===== src/hw/crrsf_pkg.sv =====
package crrsf_pkg;

    // Bus geometry: printed offsets are word indices, so the byte address is four times each.
    localparam int APB_AW = 18;
    localparam int APB_DW = 32;
    localparam int IDX_W = 16;

    // Register indices.
    localparam logic [IDX_W-1:0] IDX_CARD_SUPPLY_CONTROL = 16'hfe03;
    localparam logic [IDX_W-1:0] IDX_CARD_SIGNAL_CONTROL = 16'hfe0a;
    localparam logic [IDX_W-1:0] IDX_RESET_RELEASE_DELAY = 16'hfe22;
    localparam logic [IDX_W-1:0] IDX_SUPPLY_FAULT_CONTROL = 16'hffd4;
    localparam logic [IDX_W-1:0] IDX_IRQ_STATUS = 16'hfe30;
    localparam logic [IDX_W-1:0] IDX_IRQ_MASK = 16'hfe31;

    // Reset values.
    localparam logic [7:0] RST_RESET_DELAY = 8'h70;
    localparam logic [7:0] RST_SUPPLY_FAULT = 8'h00;
    localparam logic [7:0] RST_SIGNAL_CTL = 8'h00;
    localparam logic [7:0] RST_SUPPLY_CTL = 8'h00;
    localparam logic [1:0] RST_IRQ = 2'h0;

    // Field positions.
    localparam int BIT_HOLD_IN_RESET = 7;
    localparam int BIT_THRESHOLD_OVERRIDE = 6;
    localparam int BIT_FAULT_DISABLE = 5;
    localparam int BIT_SUPPLY_FAULT_FLAG = 5;
    localparam int BIT_SUPPLY_GOOD = 3;
    localparam int THR_HI = 2;
    localparam int IRQ_RELEASE = 0;
    localparam int IRQ_FAULT = 1;

    // Writable bits of the masked registers; the rest read as zero, except supply control bits 5 and 3, which read status.
    localparam logic [7:0] MASK_SUPPLY_CTL = 8'hc1;
    localparam logic [7:0] MASK_SIGNAL_CTL = 8'hbf;
    localparam logic [7:0] MASK_FAULT_CTL = 8'h67;

    localparam int NUM_IF = 2;
    localparam int NUM_THR = 8;

    typedef enum logic [1:0] {SEQ_HOLD, SEQ_COUNT, SEQ_RUN} crrsf_seq_t;

    typedef struct packed {
        logic psel;
        logic penable;
        logic pwrite;
        logic [APB_AW-1:0] paddr;
        logic [APB_DW-1:0] pwdata;
    } crrsf_apb_req_t;

    typedef struct packed {
        logic pready;
        logic pslverr;
        logic [APB_DW-1:0] prdata;
    } crrsf_apb_rsp_t;

endpackage : crrsf_pkg


===== src/hw/crrsf_top.sv =====
// Operation
// - Eight-bit ETU reset delay, defaults 0x70.
// - Zero delay releases reset at supply good.
// - Nonzero delay postpones each release by ETUs.
// - Setting hold bit drives card reset low.
// - Clearing hold releases after programmed delay.
// - Hold set before power keeps reset asserted.
// - Sequencing acts on the selected interface.
// - Enabled fault deactivates the active interface.
// - Override bit picks field, else factory threshold.
// - Fault-disable bit one turns detection off.
// - Codes 000..111 select 2.3..3.0 V steps.
`timescale 1ns/100ps

module crrsf_top
    import crrsf_pkg::*;
#(
    // Factory-fused default threshold code; the value is a plain default.
    parameter logic [THR_HI:0] FACTORY_THR = 3'h0
)
(
    input wire logic clk,
    input wire logic rst_n,
    input wire crrsf_apb_req_t apbReq,
    output crrsf_apb_rsp_t apbRsp,
    input wire logic etuTick,
    input wire logic cardSupplyGood,
    input wire logic [0:0] cardSelect,
    input wire logic [NUM_THR-1:0] vddAboveThr,
    output logic [NUM_IF-1:0] cardResetN,
    output logic cardDeactivate,
    output logic irq
);

    typedef struct packed {
        logic [7:0] resetDelayLength;
        logic [7:0] signalCtl;
        logic [7:0] supplyCtl;
        logic [7:0] faultCtl;
        logic [7:0] count;
        crrsf_seq_t seq;
        logic [0:0] selPrev;
        logic faultPrev;
        logic [1:0] irqStatus;
        logic [1:0] irqMask;
        crrsf_apb_rsp_t rsp;
        logic [NUM_IF-1:0] cardResetN;
        logic deactivate;
        logic irq;
    } crrsf_state_t;

    crrsf_state_t s_reg;
    crrsf_state_t s_next;

    logic [THR_HI:0] thrSel;
    logic faultNow;
    logic cardHoldInReset;
    logic thresholdOverride;
    logic supplyFaultDisable;
    logic [IDX_W-1:0] idx;
    logic setupPhase;
    logic accessDone;
    logic relReq;
    logic abort;
    logic countDone;

    // The comparator bank reports one level per threshold code, so the fault is a mux pick.
    always_comb
    begin
        cardHoldInReset = s_reg.signalCtl[BIT_HOLD_IN_RESET];
        thresholdOverride = s_reg.faultCtl[BIT_THRESHOLD_OVERRIDE];
        supplyFaultDisable = s_reg.faultCtl[BIT_FAULT_DISABLE];
        thrSel = thresholdOverride ? s_reg.faultCtl[THR_HI:0] : FACTORY_THR;
        faultNow = !supplyFaultDisable && !vddAboveThr[thrSel];
    end

    // Bus decode helpers; the slave answers in the first access cycle, no wait states.
    always_comb
    begin
        idx = apbReq.paddr[APB_AW-1:2];
        setupPhase = apbReq.psel && !apbReq.penable;
        accessDone = apbReq.psel && apbReq.penable && s_reg.rsp.pready;
    end

    // Release is requested whenever the supply is good and nothing holds the card.
    always_comb
    begin
        abort = cardHoldInReset || !cardSupplyGood || faultNow
            || (cardSelect != s_reg.selPrev);
        relReq = (s_reg.seq == SEQ_HOLD) && !abort;
        countDone = etuTick && (({1'b0, s_reg.count} + 9'h001) >= {1'b0, s_reg.resetDelayLength});
    end

    // Next-state logic for the whole block.
    always_comb
    begin
        s_next = s_reg;
        s_next.selPrev = cardSelect;
        s_next.faultPrev = faultNow;

        // Sequencer: a hold, supply loss, fault or interface change always returns to reset.
        case (s_reg.seq)
            SEQ_HOLD:
            begin
                if (relReq)
                begin
                    s_next.count = 8'h00;
                    if (s_reg.resetDelayLength == 8'h00)
                    begin
                        s_next.seq = SEQ_RUN;
                    end
                    else
                    begin
                        s_next.seq = SEQ_COUNT;
                    end
                end
            end
            SEQ_COUNT:
            begin
                if (abort)
                begin
                    s_next.seq = SEQ_HOLD;
                end
                else if (countDone)
                begin
                    s_next.seq = SEQ_RUN;
                end
                else if (etuTick)
                begin
                    s_next.count = s_reg.count + 8'h01;
                end
            end
            SEQ_RUN:
            begin
                if (abort)
                begin
                    s_next.seq = SEQ_HOLD;
                end
            end
            default:
            begin
                s_next.seq = SEQ_HOLD;
            end
        endcase

        // Only the selected interface is ever released; the others stay in reset.
        for (int i = 0; i < NUM_IF; i++)
        begin
            s_next.cardResetN[i] = (s_next.seq == SEQ_RUN) && (cardSelect == i[0:0]);
        end
        s_next.deactivate = faultNow;

        // Bus response is prepared in the setup cycle so it leaves a flop in the access cycle.
        s_next.rsp.pready = setupPhase;
        s_next.rsp.pslverr = 1'b0;
        s_next.rsp.prdata = '0;
        if (setupPhase)
        begin
            if (idx == IDX_CARD_SUPPLY_CONTROL)
            begin
                s_next.rsp.prdata[7:0] = s_reg.supplyCtl;
                s_next.rsp.prdata[BIT_SUPPLY_FAULT_FLAG] = faultNow;
                s_next.rsp.prdata[BIT_SUPPLY_GOOD] = cardSupplyGood;
            end
            else if (idx == IDX_CARD_SIGNAL_CONTROL)
            begin
                s_next.rsp.prdata[7:0] = s_reg.signalCtl;
            end
            else if (idx == IDX_RESET_RELEASE_DELAY)
            begin
                s_next.rsp.prdata[7:0] = s_reg.resetDelayLength;
            end
            else if (idx == IDX_SUPPLY_FAULT_CONTROL)
            begin
                s_next.rsp.prdata[7:0] = s_reg.faultCtl;
            end
            else if (idx == IDX_IRQ_STATUS)
            begin
                s_next.rsp.prdata[1:0] = s_reg.irqStatus;
            end
            else if (idx == IDX_IRQ_MASK)
            begin
                s_next.rsp.prdata[1:0] = s_reg.irqMask;
            end
            else
            begin
                s_next.rsp.pslverr = 1'b1;
            end
        end

        // Writes land only at the completing access edge.
        if (accessDone && apbReq.pwrite)
        begin
            if (idx == IDX_CARD_SUPPLY_CONTROL)
            begin
                s_next.supplyCtl = apbReq.pwdata[7:0] & MASK_SUPPLY_CTL;
            end
            else if (idx == IDX_CARD_SIGNAL_CONTROL)
            begin
                s_next.signalCtl = apbReq.pwdata[7:0] & MASK_SIGNAL_CTL;
            end
            else if (idx == IDX_RESET_RELEASE_DELAY)
            begin
                s_next.resetDelayLength = apbReq.pwdata[7:0];
            end
            else if (idx == IDX_SUPPLY_FAULT_CONTROL)
            begin
                // Hardware cannot tell when power-up ended; software must time the override.
                s_next.faultCtl = apbReq.pwdata[7:0] & MASK_FAULT_CTL;
            end
            else if (idx == IDX_IRQ_MASK)
            begin
                s_next.irqMask = apbReq.pwdata[1:0];
            end
        end

        // Sticky events: a read clears, and an event in the same cycle wins over the clear.
        if (accessDone && !apbReq.pwrite && (idx == IDX_IRQ_STATUS))
        begin
            s_next.irqStatus = 2'h0;
        end
        if ((s_next.seq == SEQ_RUN) && (s_reg.seq != SEQ_RUN))
        begin
            s_next.irqStatus[IRQ_RELEASE] = 1'b1;
        end
        if (faultNow && !s_reg.faultPrev)
        begin
            s_next.irqStatus[IRQ_FAULT] = 1'b1;
        end
        s_next.irq = |(s_next.irqStatus & s_next.irqMask);
    end

    // The single state register.
    always_ff @(posedge clk or negedge rst_n)
    begin
        if (!rst_n)
        begin
            s_reg.resetDelayLength <= RST_RESET_DELAY;
            s_reg.signalCtl <= RST_SIGNAL_CTL;
            s_reg.supplyCtl <= RST_SUPPLY_CTL;
            s_reg.faultCtl <= RST_SUPPLY_FAULT;
            s_reg.count <= 8'h00;
            s_reg.seq <= SEQ_HOLD;
            s_reg.selPrev <= 1'h0;
            s_reg.faultPrev <= 1'b0;
            s_reg.irqStatus <= RST_IRQ;
            s_reg.irqMask <= RST_IRQ;
            s_reg.rsp <= '0;
            s_reg.cardResetN <= '0;
            s_reg.deactivate <= 1'b0;
            s_reg.irq <= 1'b0;
        end
        else
        begin
            s_reg <= s_next;
        end
    end

    // Outputs leave the state flops directly.
    assign apbRsp = s_reg.rsp;
    assign cardResetN = s_reg.cardResetN;
    assign cardDeactivate = s_reg.deactivate;
    assign irq = s_reg.irq;
endmodule : crrsf_top

===== config.mk =====
export PLATFORM = sky130hd
export DESIGN_NAME = crrsf_top
export DESIGN_NICKNAME = d
export VERILOG_FILES = /design/src/hw/crrsf_pkg.sv /design/src/hw/crrsf_top.sv
export SDC_FILE = /design/constraint.sdc
export NUM_CORES = 1
export LEC_CHECK = 0
export BUFFER_PORTS_ARGS = -buffer_cell sky130_fd_sc_hd__buf_2
export CAP_MARGIN = 20
export CORE_ASPECT_RATIO = 1.25
export CORE_UTILIZATION = 28
export CTS_BUF_LIST = sky130_fd_sc_hd__clkbuf_2 sky130_fd_sc_hd__clkbuf_4 sky130_fd_sc_hd__clkbuf_8
export DETAILED_ROUTE_END_ITERATION = 8
export PLACE_DENSITY = 0.51
export SYNTH_ARGS = -nofsm -noshare
export SYNTH_HDL_FRONTEND = slang
export SYNTH_SLANG_ARGS = --single-unit
export TNS_END_PERCENT = 20

===== constraint.sdc =====
create_clock -name clk -period 6 [get_ports clk]
set_input_delay 0.3 -clock clk [delete_from_list [all_inputs] [get_ports clk]]
set_output_delay 0.3 -clock clk [all_outputs]
set_load 0.01 [all_outputs]

==> impl_metrics.xml, run 1 <==
<?xml version="1.0" encoding="UTF-8"?>
<metrics>
  <group name="run_status">
    <metric name="outcome" unit="">completed</metric>
  </group>
  <group name="yosys">
    <metric name="sequential_cell_area_fraction_in_the_yosys_report" unit="">0.4357</metric>
    <metric name="synth-edff-count" unit="">0</metric>
    <metric name="syn_inst" unit="">298</metric>
    <metric name="yosys-top-cells-count" unit="">sky130_fd_sc_hd__dfrtp_1, sky130_fd_sc_hd__buf_4, sky130_fd_sc_hd__nand2_1</metric>
    <metric name="synth_warnings" unit="">0</metric>
    <metric name="netlist_top_cells_area" unit="">sky130_fd_sc_hd__dfrtp_1, sky130_fd_sc_hd__buf_4, sky130_fd_sc_hd__mux2_2</metric>
    <metric name="synth_top_cell_by_area" unit="">sky130_fd_sc_hd__dfrtp_1</metric>
    <metric name="yosys.cell_count.top_type" unit="">sky130_fd_sc_hd__dfrtp_1</metric>
    <metric name="ys_async_sr_fraction" unit="">1.000</metric>
    <metric name="netlist_area" unit="mm2">0.002995</metric>
    <metric name="synthFlopType" unit="">sky130_fd_sc_hd__dfrtp_1</metric>
    <metric name="synth_top_area_share" unit="">0.4094</metric>
    <metric name="netlist-cell-type-count" unit="">55</metric>
    <metric name="synth_area_per_cell" unit="um2">10.05</metric>
    <metric name="yosys_register_bits" unit="">52</metric>
  </group>
  <group name="critical_path">
    <metric name="cp_data_arrival_time" unit="ps">2800</metric>
    <metric name="required" unit="ps">6200</metric>
    <metric name="critical-path-top-cell-by-count" unit="">sky130_fd_sc_hd__ha_1</metric>
    <metric name="worst_setup_path_start_kind" unit="">flip-flop</metric>
    <metric name="crit_path_top_delay_cell" unit="">sky130_fd_sc_hd__dfrtp_1</metric>
    <metric name="critical_path.n_buffers_inverters" unit="">0</metric>
    <metric name="cpLargestDelayFamily" unit="">simple AND/OR/NAND/NOR gates</metric>
    <metric name="timing.critical_path.cells" unit="">ha_1, nand2_1, nor3_1, xnor2_1, ha_1, nand3_1, nor2_1, a21oi_1, a31o_2, nand2_4, mux2_4</metric>
    <metric name="critPathKind" unit="">reg -&gt; reg</metric>
    <metric name="cp_max_fo" unit="">8</metric>
    <metric name="critical_path.endpoint_type" unit="">flip-flop</metric>
    <metric name="slowest_delay" unit="ps">440</metric>
  </group>
  <group name="finish">
    <metric name="multi_input_area" unit="mm2">0.001384</metric>
    <metric name="final_layout_size_suffix_gt1_frac" unit="">0.2706</metric>
    <metric name="seqCellArea" unit="mm2">0.001305</metric>
    <metric name="finalNetCount" unit="">414</metric>
    <metric name="num-fill-cells" unit="">1090</metric>
    <metric name="antenna-diode-count" unit="">0</metric>
    <metric name="flow.area_growth_from_synthesis" unit="%">11.86</metric>
    <metric name="largest_register_ffs" unit="">37</metric>
  </group>
  <group name="power_and_ir_drop">
    <metric name="switching_pwr" unit="mW">0.1715</metric>
    <metric name="power_frac_comb" unit="">0.092</metric>
    <metric name="power_leakage" unit="nW">1.674</metric>
    <metric name="p_int" unit="mW">0.5501</metric>
    <metric name="share_seq_of_total_power" unit="">0.501</metric>
    <metric name="worst_ir_drop_vdd" unit="mV">0.07891</metric>
    <metric name="net_switching_fraction_of_the_power" unit="">0.2376</metric>
    <metric name="cell_pwr_density" unit="mW/mm2">215.4</metric>
    <metric name="power_frac_clock" unit="">0.407</metric>
  </group>
  <group name="clocking">
    <metric name="max-clock-path-buffers" unit="">2</metric>
    <metric name="clk_latency" unit="ps">320</metric>
    <metric name="clk_pin_slew_worst_paths" unit="ps">110</metric>
    <metric name="cts_resized" unit="">0</metric>
    <metric name="tritoncts_clock_tree" unit="">built</metric>
    <metric name="ctsHoldBuffers" unit="">0</metric>
    <metric name="numClockSinks" unit="">52</metric>
    <metric name="clk_root_buffer_cell" unit="">sky130_fd_sc_hd__clkbuf_8</metric>
    <metric name="h_tree_level_count" unit="">2</metric>
    <metric name="cts_inserted_buffers" unit="">5</metric>
    <metric name="cts_setup_buffers" unit="">0</metric>
  </group>
  <group name="floorplanning">
    <metric name="die_h" unit="um">117.6</metric>
    <metric name="die_x" unit="um">94.51</metric>
    <metric name="effective_utilization_at_floorplan" unit="">0.2920</metric>
    <metric name="site_rows" unit="">41</metric>
    <metric name="floorplan_die_area" unit="mm2">0.01112</metric>
    <metric name="pin_count" unit="">104</metric>
    <metric name="floorplan.core_area" unit="mm2">0.01026</metric>
  </group>
  <group name="drt">
    <metric name="drt-vias-per-instance" unit="">4.706</metric>
    <metric name="routed_wire_length_per_instance" unit="um">14.25</metric>
    <metric name="drt_drc_violations_left" unit="">0</metric>
    <metric name="drt_pre_antenna_iters" unit="">5</metric>
    <metric name="detail-route-antenna-nets" unit="">0</metric>
    <metric name="number_of_vias_after_detailed_routing" unit="">2207</metric>
    <metric name="drc_marker_count_from_the_first_detailed_route_iteration" unit="">88</metric>
    <metric name="routed_wirelength" unit="um">6682</metric>
  </group>
  <group name="global_route">
    <metric name="grt_use_total" unit="">0.1245</metric>
    <metric name="grt_first_pass_wirelength" unit="um">10570</metric>
    <metric name="grt-ovfl-total" unit="">0</metric>
    <metric name="grt_pass1_vias" unit="">2112</metric>
    <metric name="pin_count_of_the_biggest_net_entering_global_routing" unit="">53</metric>
    <metric name="grt_antenna_before_repair" unit="">0</metric>
  </group>
  <group name="placement">
    <metric name="place_congestion" unit="">0.8093</metric>
    <metric name="dpl_hpwl" unit="um">5215</metric>
    <metric name="port_buffers" unit="">53</metric>
  </group>
  <group name="sta">
    <metric name="report.final.hold_viol_count" unit="">0</metric>
    <metric name="worst_pin_slew" unit="ps">676.6</metric>
    <metric name="number_of_setup_violations_in_the_final_report" unit="">0</metric>
    <metric name="finClkSkew" unit="ps">11.71</metric>
    <metric name="rsz0062_at_grt" unit="">false</metric>
    <metric name="fmax" unit="MHz">385.4</metric>
    <metric name="holdWs" unit="ps">87.81</metric>
    <metric name="finalWorstPathRequiredPeriod" unit="ps">2595</metric>
    <metric name="timing.max_slew.rel_slack" unit="">0.5455</metric>
    <metric name="drv_slew" unit="">0</metric>
    <metric name="period_share" unit="">0.4325</metric>
    <metric name="timing.setup.tns" unit="ps">0</metric>
  </group>
  <group name="run">
    <metric name="max_cap_viol_count" unit="">0</metric>
  </group>
  <group name="hold_path">
    <metric name="worst_hold_path_type" unit="">in -&gt; async</metric>
  </group>
</metrics>
[layout by cell type (no fill, tap or decap), types with 3 or more instances in the layout]
| master | n |
|---|---|
| sky130_fd_sc_hd__nand4_1 | 4 |
| sky130_fd_sc_hd__a222oi_1 | 3 |
| sky130_fd_sc_hd__conb_1 | 24 |
| sky130_fd_sc_hd__o21ai_1 | 7 |
| sky130_fd_sc_hd__and4_1 | 5 |
| sky130_fd_sc_hd__xnor2_1 | 5 |
| sky130_fd_sc_hd__nor4_1 | 3 |
| sky130_fd_sc_hd__mux2_2 | 18 |
| sky130_fd_sc_hd__ha_1 | 9 |
| sky130_fd_sc_hd__a21oi_1 | 11 |
| sky130_fd_sc_hd__dfstp_2 | 3 |
| sky130_fd_sc_hd__nand2b_1 | 4 |
| sky130_fd_sc_hd__nor3_1 | 5 |
| sky130_fd_sc_hd__clkbuf_8 | 5 |
| sky130_fd_sc_hd__dfrtp_1 | 49 |
| sky130_fd_sc_hd__mux2i_1 | 6 |
| sky130_fd_sc_hd__nand3_1 | 9 |
| sky130_fd_sc_hd__inv_1 | 21 |
| sky130_fd_sc_hd__a22o_1 | 3 |
| sky130_fd_sc_hd__buf_2 | 53 |
| sky130_fd_sc_hd__nand2_1 | 26 |
| sky130_fd_sc_hd__nor2_1 | 21 |
[area by class of cell]
cell class / count / area share
multi-input cells: 203 / 0.4130
clock buffers: 5 / 0.02054
repair buffers: 55 / 0.08364
well taps: 129 / 0.04817
inverters: 22 / 0.02465
clock inverters: 3 / 0.02054
flip-flops and latches: 52 / 0.3895
[per-stage QoR]
stage	cells	setup slack, ps	power, mW	utilization	area (um2)
2_1_floorplan	321	3690	0.4150	-	3082
3_3_place_gp	461	3280	0.4341	0.3132	3213
3_5_place_dp	461	3271	0.4357	0.3132	3213
4_1_cts	469	3399	0.7290	0.3266	3351
5_1_grt	469	3212	0.7513	0.3266	3351
6_report	469	3405	0.7216	0.3266	3351
[logic make-up after synthesis]
group / Yosys count / share of synthesized area
muxes: 27 / 0.1053
buffers and inverters: 66 / 0.1312
other: 1 / 0.001252
adders and majority gates: 9 / 0.03759
xor gates and xnor gates: 7 / 0.02047
and+or+nand+nor: 93 / 0.1629
DFF: 52 / 0.4357
AOI/OAI and AO/OA: 43 / 0.1057
[layer usage]
layer  GRT usage  vias up  share of wire
met5           0        -              0
met4     0.05208        0          0.024
met3     0.02778       10          0.050
met2      0.2120       65           0.51
met1      0.1484     1063           0.42
li1            -     1069              -
[final timing paths]
path,to,slack (ps),start,cells past startpoint
setup reg to reg,s_reg[46],3410,s_reg[46],11
setup / recovery,s_reg[46],3410,s_reg[46],11
min in group clk,s_reg[43],140,cardSelect,1
hold reg to reg,s_reg[41],490,cardDeactivate,1
max in group asynchronous,s_reg[72],5460,rst_n,2
hold / removal,apbRsp[3],90,rst_n,2
[power by group through the flow]
stage	registers, mW	logic (mW)	clock network (mW)
4_1_cts	0.362	0.0676	0.300
6_report	0.362	0.0662	0.294
2_1_floorplan	0.368	0.0473	0
3_3_place_gp	0.368	0.0659	0
3_5_place_dp	0.368	0.0672	0
5_1_grt	0.363	0.0749	0.314
(Power assumes the default switching activity.)
==> run 2, diff against run 1 <==
Settings changed: PLACE_DENSITY 0.51 to 0.53.
Clock period 6 ns to 2.2 ns, I/O delays scaled along.
==> run 2 against run 1 <==
The flow now finishes with violations (negative setup slack). Largest power group unchanged. Power increased by 150%. Setup slack got worse by 3500 ps. Largest cell class unchanged. Flip-flop and latch count unchanged. Global-route usage increased by 1.4 points. Combinational power increased to 3.4 times the previous value. Count of clock-buffer cells in the layout unchanged. Highest routed layer unchanged. Utilization increased by 2.4 points. Die area unchanged.
==> impl_metrics.xml, run 2 (synthesis results as in run 1) <==
<?xml version="1.0" encoding="UTF-8"?>
<metrics>
  <group name="run_status">
    <metric name="outcome" unit="">finished, violations left</metric>
    <metric name="failing_checks" unit="">negative setup slack</metric>
  </group>
  <group name="clocking">
    <metric name="clk_latency" unit="ps">320</metric>
    <metric name="max-clock-path-buffers" unit="">2</metric>
    <metric name="numClockSinks" unit="">52</metric>
    <metric name="h_tree_level_count" unit="">2</metric>
    <metric name="tritoncts_clock_tree" unit="">built</metric>
    <metric name="clk_root_buffer_cell" unit="">sky130_fd_sc_hd__clkbuf_8</metric>
    <metric name="cts_inserted_buffers" unit="">5</metric>
    <metric name="clk_pin_slew_worst_paths" unit="ps">100</metric>
  </group>
  <group name="finish">
    <metric name="final_common_cell" unit="">sky130_fd_sc_hd__buf_2</metric>
    <metric name="final_layout_size_suffix_gt1_frac" unit="">0.3478</metric>
    <metric name="flow.area_growth_from_synthesis" unit="%">19.92</metric>
    <metric name="multi_input_area" unit="mm2">0.001439</metric>
    <metric name="postLayoutCellArea" unit="mm2">0.003592</metric>
    <metric name="seqCellArea" unit="mm2">0.001305</metric>
    <metric name="finalNetCount" unit="">442</metric>
    <metric name="final_cell_mix" unit="">sky130_fd_sc_hd__buf_2, sky130_fd_sc_hd__dfrtp_1, sky130_fd_sc_hd__buf_4</metric>
    <metric name="num-fill-cells" unit="">1048</metric>
    <metric name="antenna-diode-count" unit="">0</metric>
    <metric name="largest_register_ffs" unit="">37</metric>
  </group>
  <group name="critical_path">
    <metric name="required" unit="ps">2420</metric>
    <metric name="slowest_delay" unit="ps">400</metric>
    <metric name="timing.critical_path.cells" unit="">ha_2, nand2_2, nor3_4, xnor2_2, ha_1, nand3_1, nand2_1, nor3_1, a21oi_2, a22o_1, a22o_1</metric>
    <metric name="cp_data_arrival_time" unit="ps">2540</metric>
    <metric name="cpLargestDelayFamily" unit="">simple AND/OR/NAND/NOR gates</metric>
    <metric name="critical-path-top-cell-by-count" unit="">sky130_fd_sc_hd__a22o_1</metric>
    <metric name="worst_setup_path_start_kind" unit="">flip-flop</metric>
    <metric name="critPathKind" unit="">reg -&gt; reg</metric>
    <metric name="critical_path.n_buffers_inverters" unit="">0</metric>
    <metric name="critical_path.endpoint_type" unit="">flip-flop</metric>
    <metric name="crit_path_top_delay_cell" unit="">sky130_fd_sc_hd__dfrtp_1</metric>
    <metric name="cp_max_fo" unit="">3</metric>
  </group>
  <group name="power_and_ir_drop">
    <metric name="net_switching_fraction_of_the_power" unit="">0.2692</metric>
    <metric name="share_seq_of_total_power" unit="">0.553</metric>
    <metric name="power_leakage" unit="nW">1.831</metric>
    <metric name="cell_pwr_density" unit="mW/mm2">496.8</metric>
    <metric name="worst_ir_drop_vdd" unit="mV">0.1827</metric>
    <metric name="power_frac_clock" unit="">0.321</metric>
    <metric name="switching_pwr" unit="mW">0.4804</metric>
    <metric name="fin_total_pwr" unit="mW">1.784</metric>
    <metric name="power_frac_comb" unit="">0.127</metric>
    <metric name="p_int" unit="mW">1.304</metric>
  </group>
  <group name="global_route">
    <metric name="grt_antenna_before_repair" unit="">0</metric>
    <metric name="grt_use_total" unit="">0.1387</metric>
    <metric name="pin_count_of_the_biggest_net_entering_global_routing" unit="">31</metric>
    <metric name="grt_first_pass_wirelength" unit="um">11830</metric>
    <metric name="grt_pass1_vias" unit="">2373</metric>
    <metric name="grt-ovfl-total" unit="">0</metric>
  </group>
  <group name="drt">
    <metric name="number_of_vias_after_detailed_routing" unit="">2314</metric>
    <metric name="routed_wire_length_per_instance" unit="um">14.60</metric>
    <metric name="drt_drc_violations_left" unit="">0</metric>
    <metric name="drc_marker_count_from_the_first_detailed_route_iteration" unit="">111</metric>
    <metric name="drt_pre_antenna_iters" unit="">6</metric>
    <metric name="detail-route-antenna-nets" unit="">0</metric>
    <metric name="routed_wirelength" unit="um">7255</metric>
    <metric name="drt-vias-per-instance" unit="">4.656</metric>
  </group>
  <group name="placement">
    <metric name="place_congestion" unit="">0.8900</metric>
    <metric name="placed_area" unit="mm2">0.003391</metric>
    <metric name="port_buffers" unit="">53</metric>
    <metric name="dp_slack" unit="ps">-145.2</metric>
    <metric name="dpl_hpwl" unit="um">5728</metric>
  </group>
  <group name="sta">
    <metric name="worst_pin_slew" unit="ps">682.6</metric>
    <metric name="finalWorstPathRequiredPeriod" unit="ps">2326</metric>
    <metric name="number_of_setup_violations_in_the_final_report" unit="">12</metric>
    <metric name="fmax" unit="MHz">429.9</metric>
    <metric name="timing.setup.tns" unit="ps">-1136</metric>
    <metric name="fin_ws" unit="ps">-126.3</metric>
    <metric name="period_share" unit="">1.057</metric>
    <metric name="report.final.hold_viol_count" unit="">0</metric>
    <metric name="finClkSkew" unit="ps">11.25</metric>
    <metric name="holdWs" unit="ps">21.86</metric>
    <metric name="drv_slew" unit="">0</metric>
    <metric name="timing.max_slew.rel_slack" unit="">0.5450</metric>
    <metric name="rsz0062_at_grt" unit="">true</metric>
  </group>
  <group name="floorplanning">
    <metric name="pin_count" unit="">104</metric>
    <metric name="effective_utilization_at_floorplan" unit="">0.2920</metric>
    <metric name="die_h" unit="um">117.6</metric>
    <metric name="floorplan.core_area" unit="mm2">0.01026</metric>
    <metric name="floorplan_die_area" unit="mm2">0.01112</metric>
    <metric name="die_x" unit="um">94.51</metric>
    <metric name="site_rows" unit="">41</metric>
  </group>
  <group name="hold_path">
    <metric name="worst_hold_path_type" unit="">in -&gt; reg</metric>
  </group>
  <group name="run">
    <metric name="max_cap_viol_count" unit="">0</metric>
  </group>
</metrics>
-- run 2: cell types whose count changed in the layout (fill, tap and decap cells not counted), moves of 2 or more --
cell / previous run / this run
sky130_fd_sc_hd__a21oi_2: 0 / 2
sky130_fd_sc_hd__buf_4: 2 / 26
sky130_fd_sc_hd__xnor2_1: 5 / 3
sky130_fd_sc_hd__dlygate4sd3_1: 0 / 3
sky130_fd_sc_hd__nor2_2: 0 / 2
sky130_fd_sc_hd__bufinv_16: 2 / 0
sky130_fd_sc_hd__xnor2_2: 0 / 2
sky130_fd_sc_hd__nor2_1: 21 / 19
sky130_fd_sc_hd__a21oi_1: 11 / 9
-- run 2: through the flow --
| step | util | std cells |
|---|---|---|
| final | 0.3501 | 497 |
| after global routing | 0.3501 | 497 |
| after CTS | 0.3476 | 496 |
| after detailed placement | 0.3305 | 482 |
| after global placement | 0.3305 | 482 |
| after floorplan | - | 321 |
-- run 2: metal layers --
metal | vias to the layer above | part of all wire | track usage
met2 | 63 | 0.53 | 0.2563
met5 | - | 0 | 0
met1 | 1119 | 0.41 | 0.1536
li1 | 1123 | - | -
met4 | 0 | 0.016 | 0.04830
met3 | 9 | 0.046 | 0.02713
-- run 2: area by class of cell --
class	instances	share of cell area
multi-input combinational	203	0.4006
clock buffer	5	0.01916
clock inverter	3	0.006966
timing repair buffer	83	0.1421
tap	129	0.04493
sequential	52	0.3633
inverter	22	0.02299
-- run 2: worst reg2reg max path, cell delays in order (launching register included) --
cell and delay [ps]:
sky130_fd_sc_hd__dfrtp_1 400, sky130_fd_sc_hd__ha_2 220, sky130_fd_sc_hd__nand2_2 80, sky130_fd_sc_hd__nor3_4 160
sky130_fd_sc_hd__xnor2_2 100, sky130_fd_sc_hd__ha_1 320, sky130_fd_sc_hd__nand3_1 70, sky130_fd_sc_hd__nand2_1 70
sky130_fd_sc_hd__nor3_1 230, sky130_fd_sc_hd__a21oi_2 110, sky130_fd_sc_hd__a22o_1 250, sky130_fd_sc_hd__a22o_1 210
-- run 2: timing repair --
action                                 in CTS  in global routing
endpoints found under the hold margin      28                  0
pin swaps                                   5                  1
gates resized for setup                     6                  4
hold buffers                                3                  0
setup endpoints to repair                  12                 13
buffers inserted                            3                  1
-- run 2: path summary, 6_finish.rpt --
path                                start   endpoint  slack, ps  depth (start not counted)
setup / recovery                s_reg[46]        irq       -130                         11
hold / removal                  apbReq[3]  s_reg[81]         20                          3
setup reg to reg                s_reg[46]        irq       -130                         11
hold reg to reg            cardDeactivate  s_reg[41]        500                          1
max in group asynchronous           rst_n  s_reg[60]       1170                          3
min in group asynchronous           rst_n  apbRsp[4]        360                          2
-- run 2: power by group through the flow --
stage / registers, mW / logic (mW) / clock network, mW
3_5_place_dp: 1.00 / 0.212 / 0
6_report: 0.986 / 0.226 / 0.572
5_1_grt: 0.988 / 0.255 / 0.631
2_1_floorplan: 1.00 / 0.130 / 0
4_1_cts: 0.986 / 0.224 / 0.598
3_3_place_gp: 1.00 / 0.210 / 0
==> run 3, diff against run 2 <==
Settings changed: CORE_MARGIN set to 3.
==> run 3 against run 2 <==
The run still ends with negative setup slack left. Utilization up 0.57 points. Clock power up 2%. Power up 1.2%. Via count about the same. Sequential share of layout area down 0.59 points. Flip-flop and latch count unchanged. Setup slack better by 7.9 ps. Final area up 1.6%. Non-clock buffer count up 6. First-iteration DRC count down 40%. Critical endpoint is now s_reg[46]. Largest power group unchanged. Highest routed layer unchanged.
==> impl_metrics.xml, run 3 (synthesis results as in run 1) <==
<?xml version="1.0" encoding="UTF-8"?>
<metrics>
  <group name="run_status">
    <metric name="outcome" unit="">finished, violations left</metric>
    <metric name="failing_checks" unit="">negative setup slack</metric>
  </group>
  <group name="clocking">
    <metric name="clk_pin_slew_worst_paths" unit="ps">90</metric>
    <metric name="max-clock-path-buffers" unit="">2</metric>
    <metric name="numClockSinks" unit="">52</metric>
    <metric name="cts_inserted_buffers" unit="">5</metric>
    <metric name="clk_root_buffer_cell" unit="">sky130_fd_sc_hd__clkbuf_8</metric>
    <metric name="tritoncts_clock_tree" unit="">built</metric>
    <metric name="h_tree_level_count" unit="">2</metric>
    <metric name="clk_latency" unit="ps">310</metric>
  </group>
  <group name="floorplanning">
    <metric name="die_x" unit="um">98.51</metric>
    <metric name="site_rows" unit="">41</metric>
    <metric name="floorplan_die_area" unit="mm2">0.01198</metric>
    <metric name="die_h" unit="um">121.6</metric>
    <metric name="floorplan.core_area" unit="mm2">0.01026</metric>
    <metric name="effective_utilization_at_floorplan" unit="">0.2920</metric>
    <metric name="pin_count" unit="">104</metric>
  </group>
  <group name="placement">
    <metric name="placed_area" unit="mm2">0.003428</metric>
    <metric name="dpl_hpwl" unit="um">5733</metric>
    <metric name="port_buffers" unit="">53</metric>
    <metric name="place_congestion" unit="">0.8686</metric>
    <metric name="dp_slack" unit="ps">-85.62</metric>
  </group>
  <group name="global_route">
    <metric name="grt-ovfl-total" unit="">0</metric>
    <metric name="grt_use_total" unit="">0.1206</metric>
    <metric name="pin_count_of_the_biggest_net_entering_global_routing" unit="">26</metric>
    <metric name="grt_antenna_before_repair" unit="">0</metric>
    <metric name="grt_pass1_vias" unit="">2311</metric>
    <metric name="grt_first_pass_wirelength" unit="um">11480</metric>
  </group>
  <group name="power_and_ir_drop">
    <metric name="cell_pwr_density" unit="mW/mm2">494.8</metric>
    <metric name="power_leakage" unit="nW">1.850</metric>
    <metric name="fin_total_pwr" unit="mW">1.806</metric>
    <metric name="p_int" unit="mW">1.340</metric>
    <metric name="net_switching_fraction_of_the_power" unit="">0.2581</metric>
    <metric name="power_frac_comb" unit="">0.133</metric>
    <metric name="worst_ir_drop_vdd" unit="mV">0.2679</metric>
    <metric name="share_seq_of_total_power" unit="">0.545</metric>
    <metric name="switching_pwr" unit="mW">0.4662</metric>
    <metric name="power_frac_clock" unit="">0.322</metric>
  </group>
  <group name="finish">
    <metric name="flow.area_growth_from_synthesis" unit="%">21.89</metric>
    <metric name="finalNetCount" unit="">448</metric>
    <metric name="antenna-diode-count" unit="">0</metric>
    <metric name="largest_register_ffs" unit="">37</metric>
    <metric name="final_layout_size_suffix_gt1_frac" unit="">0.3663</metric>
    <metric name="final_common_cell" unit="">sky130_fd_sc_hd__buf_2</metric>
    <metric name="num-fill-cells" unit="">1055</metric>
    <metric name="final_cell_mix" unit="">sky130_fd_sc_hd__buf_2, sky130_fd_sc_hd__dfrtp_1, sky130_fd_sc_hd__buf_4</metric>
    <metric name="postLayoutCellArea" unit="mm2">0.003651</metric>
  </group>
  <group name="critical_path">
    <metric name="critPathKind" unit="">reg -&gt; reg</metric>
    <metric name="critical_path.endpoint_type" unit="">flip-flop</metric>
    <metric name="cp_max_fo" unit="">3</metric>
    <metric name="crit_path_top_delay_cell" unit="">sky130_fd_sc_hd__dfrtp_1</metric>
    <metric name="slowest_delay" unit="ps">420</metric>
    <metric name="critical_path_depth" unit="">10</metric>
    <metric name="cp_data_arrival_time" unit="ps">2510</metric>
    <metric name="timing.critical_path.cells" unit="">ha_2, buf_4, xor2_2, ha_1, o211ai_1, nor2_2, a21oi_2, a31o_2, nand2_4, mux2_4</metric>
    <metric name="worst_setup_path_start_kind" unit="">flip-flop</metric>
    <metric name="critical_path.n_buffers_inverters" unit="">1</metric>
    <metric name="required" unit="ps">2390</metric>
    <metric name="cpLargestDelayFamily" unit="">compound AO/OA/AOI/OAI gates</metric>
    <metric name="timing.reg2reg.worst_path_depth" unit="">10</metric>
  </group>
  <group name="drt">
    <metric name="routed_wire_length_per_instance" unit="um">14.53</metric>
    <metric name="routed_wirelength" unit="um">7307</metric>
    <metric name="drt_drc_violations_left" unit="">0</metric>
    <metric name="drt-met1-wl" unit="um">3037</metric>
    <metric name="routed-wl-met2" unit="um">3795</metric>
    <metric name="drc_marker_count_from_the_first_detailed_route_iteration" unit="">67</metric>
    <metric name="route.met3.wl" unit="um">362</metric>
    <metric name="drt-vias-per-instance" unit="">4.598</metric>
    <metric name="number_of_vias_after_detailed_routing" unit="">2313</metric>
    <metric name="maxUsedRoutingLayer" unit="">met4</metric>
    <metric name="drt_pre_antenna_iters" unit="">5</metric>
    <metric name="detail-route-antenna-nets" unit="">0</metric>
  </group>
  <group name="hold_path">
    <metric name="worst_hold_path_type" unit="">in -&gt; reg</metric>
    <metric name="min_delay_path_depth" unit="">3</metric>
  </group>
  <group name="sta">
    <metric name="number_of_setup_violations_in_the_final_report" unit="">9</metric>
    <metric name="finClkSkew" unit="ps">4.933</metric>
    <metric name="fmax" unit="MHz">431.3</metric>
    <metric name="rsz0062_at_grt" unit="">true</metric>
    <metric name="report.final.hold_viol_count" unit="">0</metric>
    <metric name="period_share" unit="">1.054</metric>
    <metric name="fin_ws" unit="ps">-118.4</metric>
    <metric name="worst_pin_slew" unit="ps">580.1</metric>
    <metric name="finalWorstPathRequiredPeriod" unit="ps">2318</metric>
    <metric name="timing.max_slew.rel_slack" unit="">0.6132</metric>
    <metric name="drv_slew" unit="">0</metric>
  </group>
  <group name="run">
    <metric name="max_cap_viol_count" unit="">0</metric>
  </group>
</metrics>
==> run 3: per-layer routing <==
layer  track usage  vias up
met5             0        -
met4       0.03672        0
met3       0.02405       13
met2        0.2162       64
met1        0.1453     1107
li1              -     1129
==> run 3: what timing repair did <==
action / in CTS / in global routing
gates resized for setup: 3 / 9
endpoints found under the hold margin: 26 / 0
hold buffers: 3 / 0
pin swaps: 2 / 6
setup buffers: 1 / 4
setup endpoints to repair: 12 / 13
==> run 3: final timing paths <==
kind	from	to	slack (ps)
max	s_reg[47]	s_reg[46]	-120
min	apbReq[5]	s_reg[83]	30
max reg2reg	s_reg[47]	s_reg[46]	-120
min reg2reg	cardDeactivate	s_reg[41]	490
max in group asynchronous	rst_n	s_reg[83]	1150
min in group asynchronous	rst_n	s_reg[45]	320
==> run 3: per-stage QoR <==
stage	hold slack (ps)	util	TNS (ps)	instances
3_5_place_dp	141.1	0.3341	-581.4	487
2_1_floorplan	-185.6	-	0	321
3_3_place_gp	145.9	0.3341	-604.0	487
5_1_grt	24.70	0.3559	-2330	503
6_report	31.11	0.3559	-679.8	503
4_1_cts	25.61	0.3488	-288.2	499
==> run 3: cell type report <==
class / count / area [um2] / share of cell area
Inverter: 22 / 82.58 / 0.02262
Sequential cell: 52 / 1305 / 0.3574
Multi-Input combinational cell: 203 / 1450 / 0.3972
Clock buffer: 6 / 82.58 / 0.02262
Timing Repair Buffer: 89 / 555.5 / 0.1522
Tap cell: 129 / 161.4 / 0.04421
Clock inverter: 2 / 13.76 / 0.003770
==> run 3: worst min-delay path, cell delays in order <==
cell and delay (ps):
sky130_fd_sc_hd__buf_2 120, sky130_fd_sc_hd__nand2_1 50, sky130_fd_sc_hd__o21ai_1 50
==> run 3: power by group through the flow <==
stage                     sequential [mW]  combinational (mW)  clock [mW]
after floorplan                      1.00               0.130           0
after global placement               1.00               0.216           0
after detailed placement             1.00               0.218           0
after CTS                           0.984               0.228       0.606
after global routing                0.987               0.268       0.642
final                               0.985               0.240       0.581
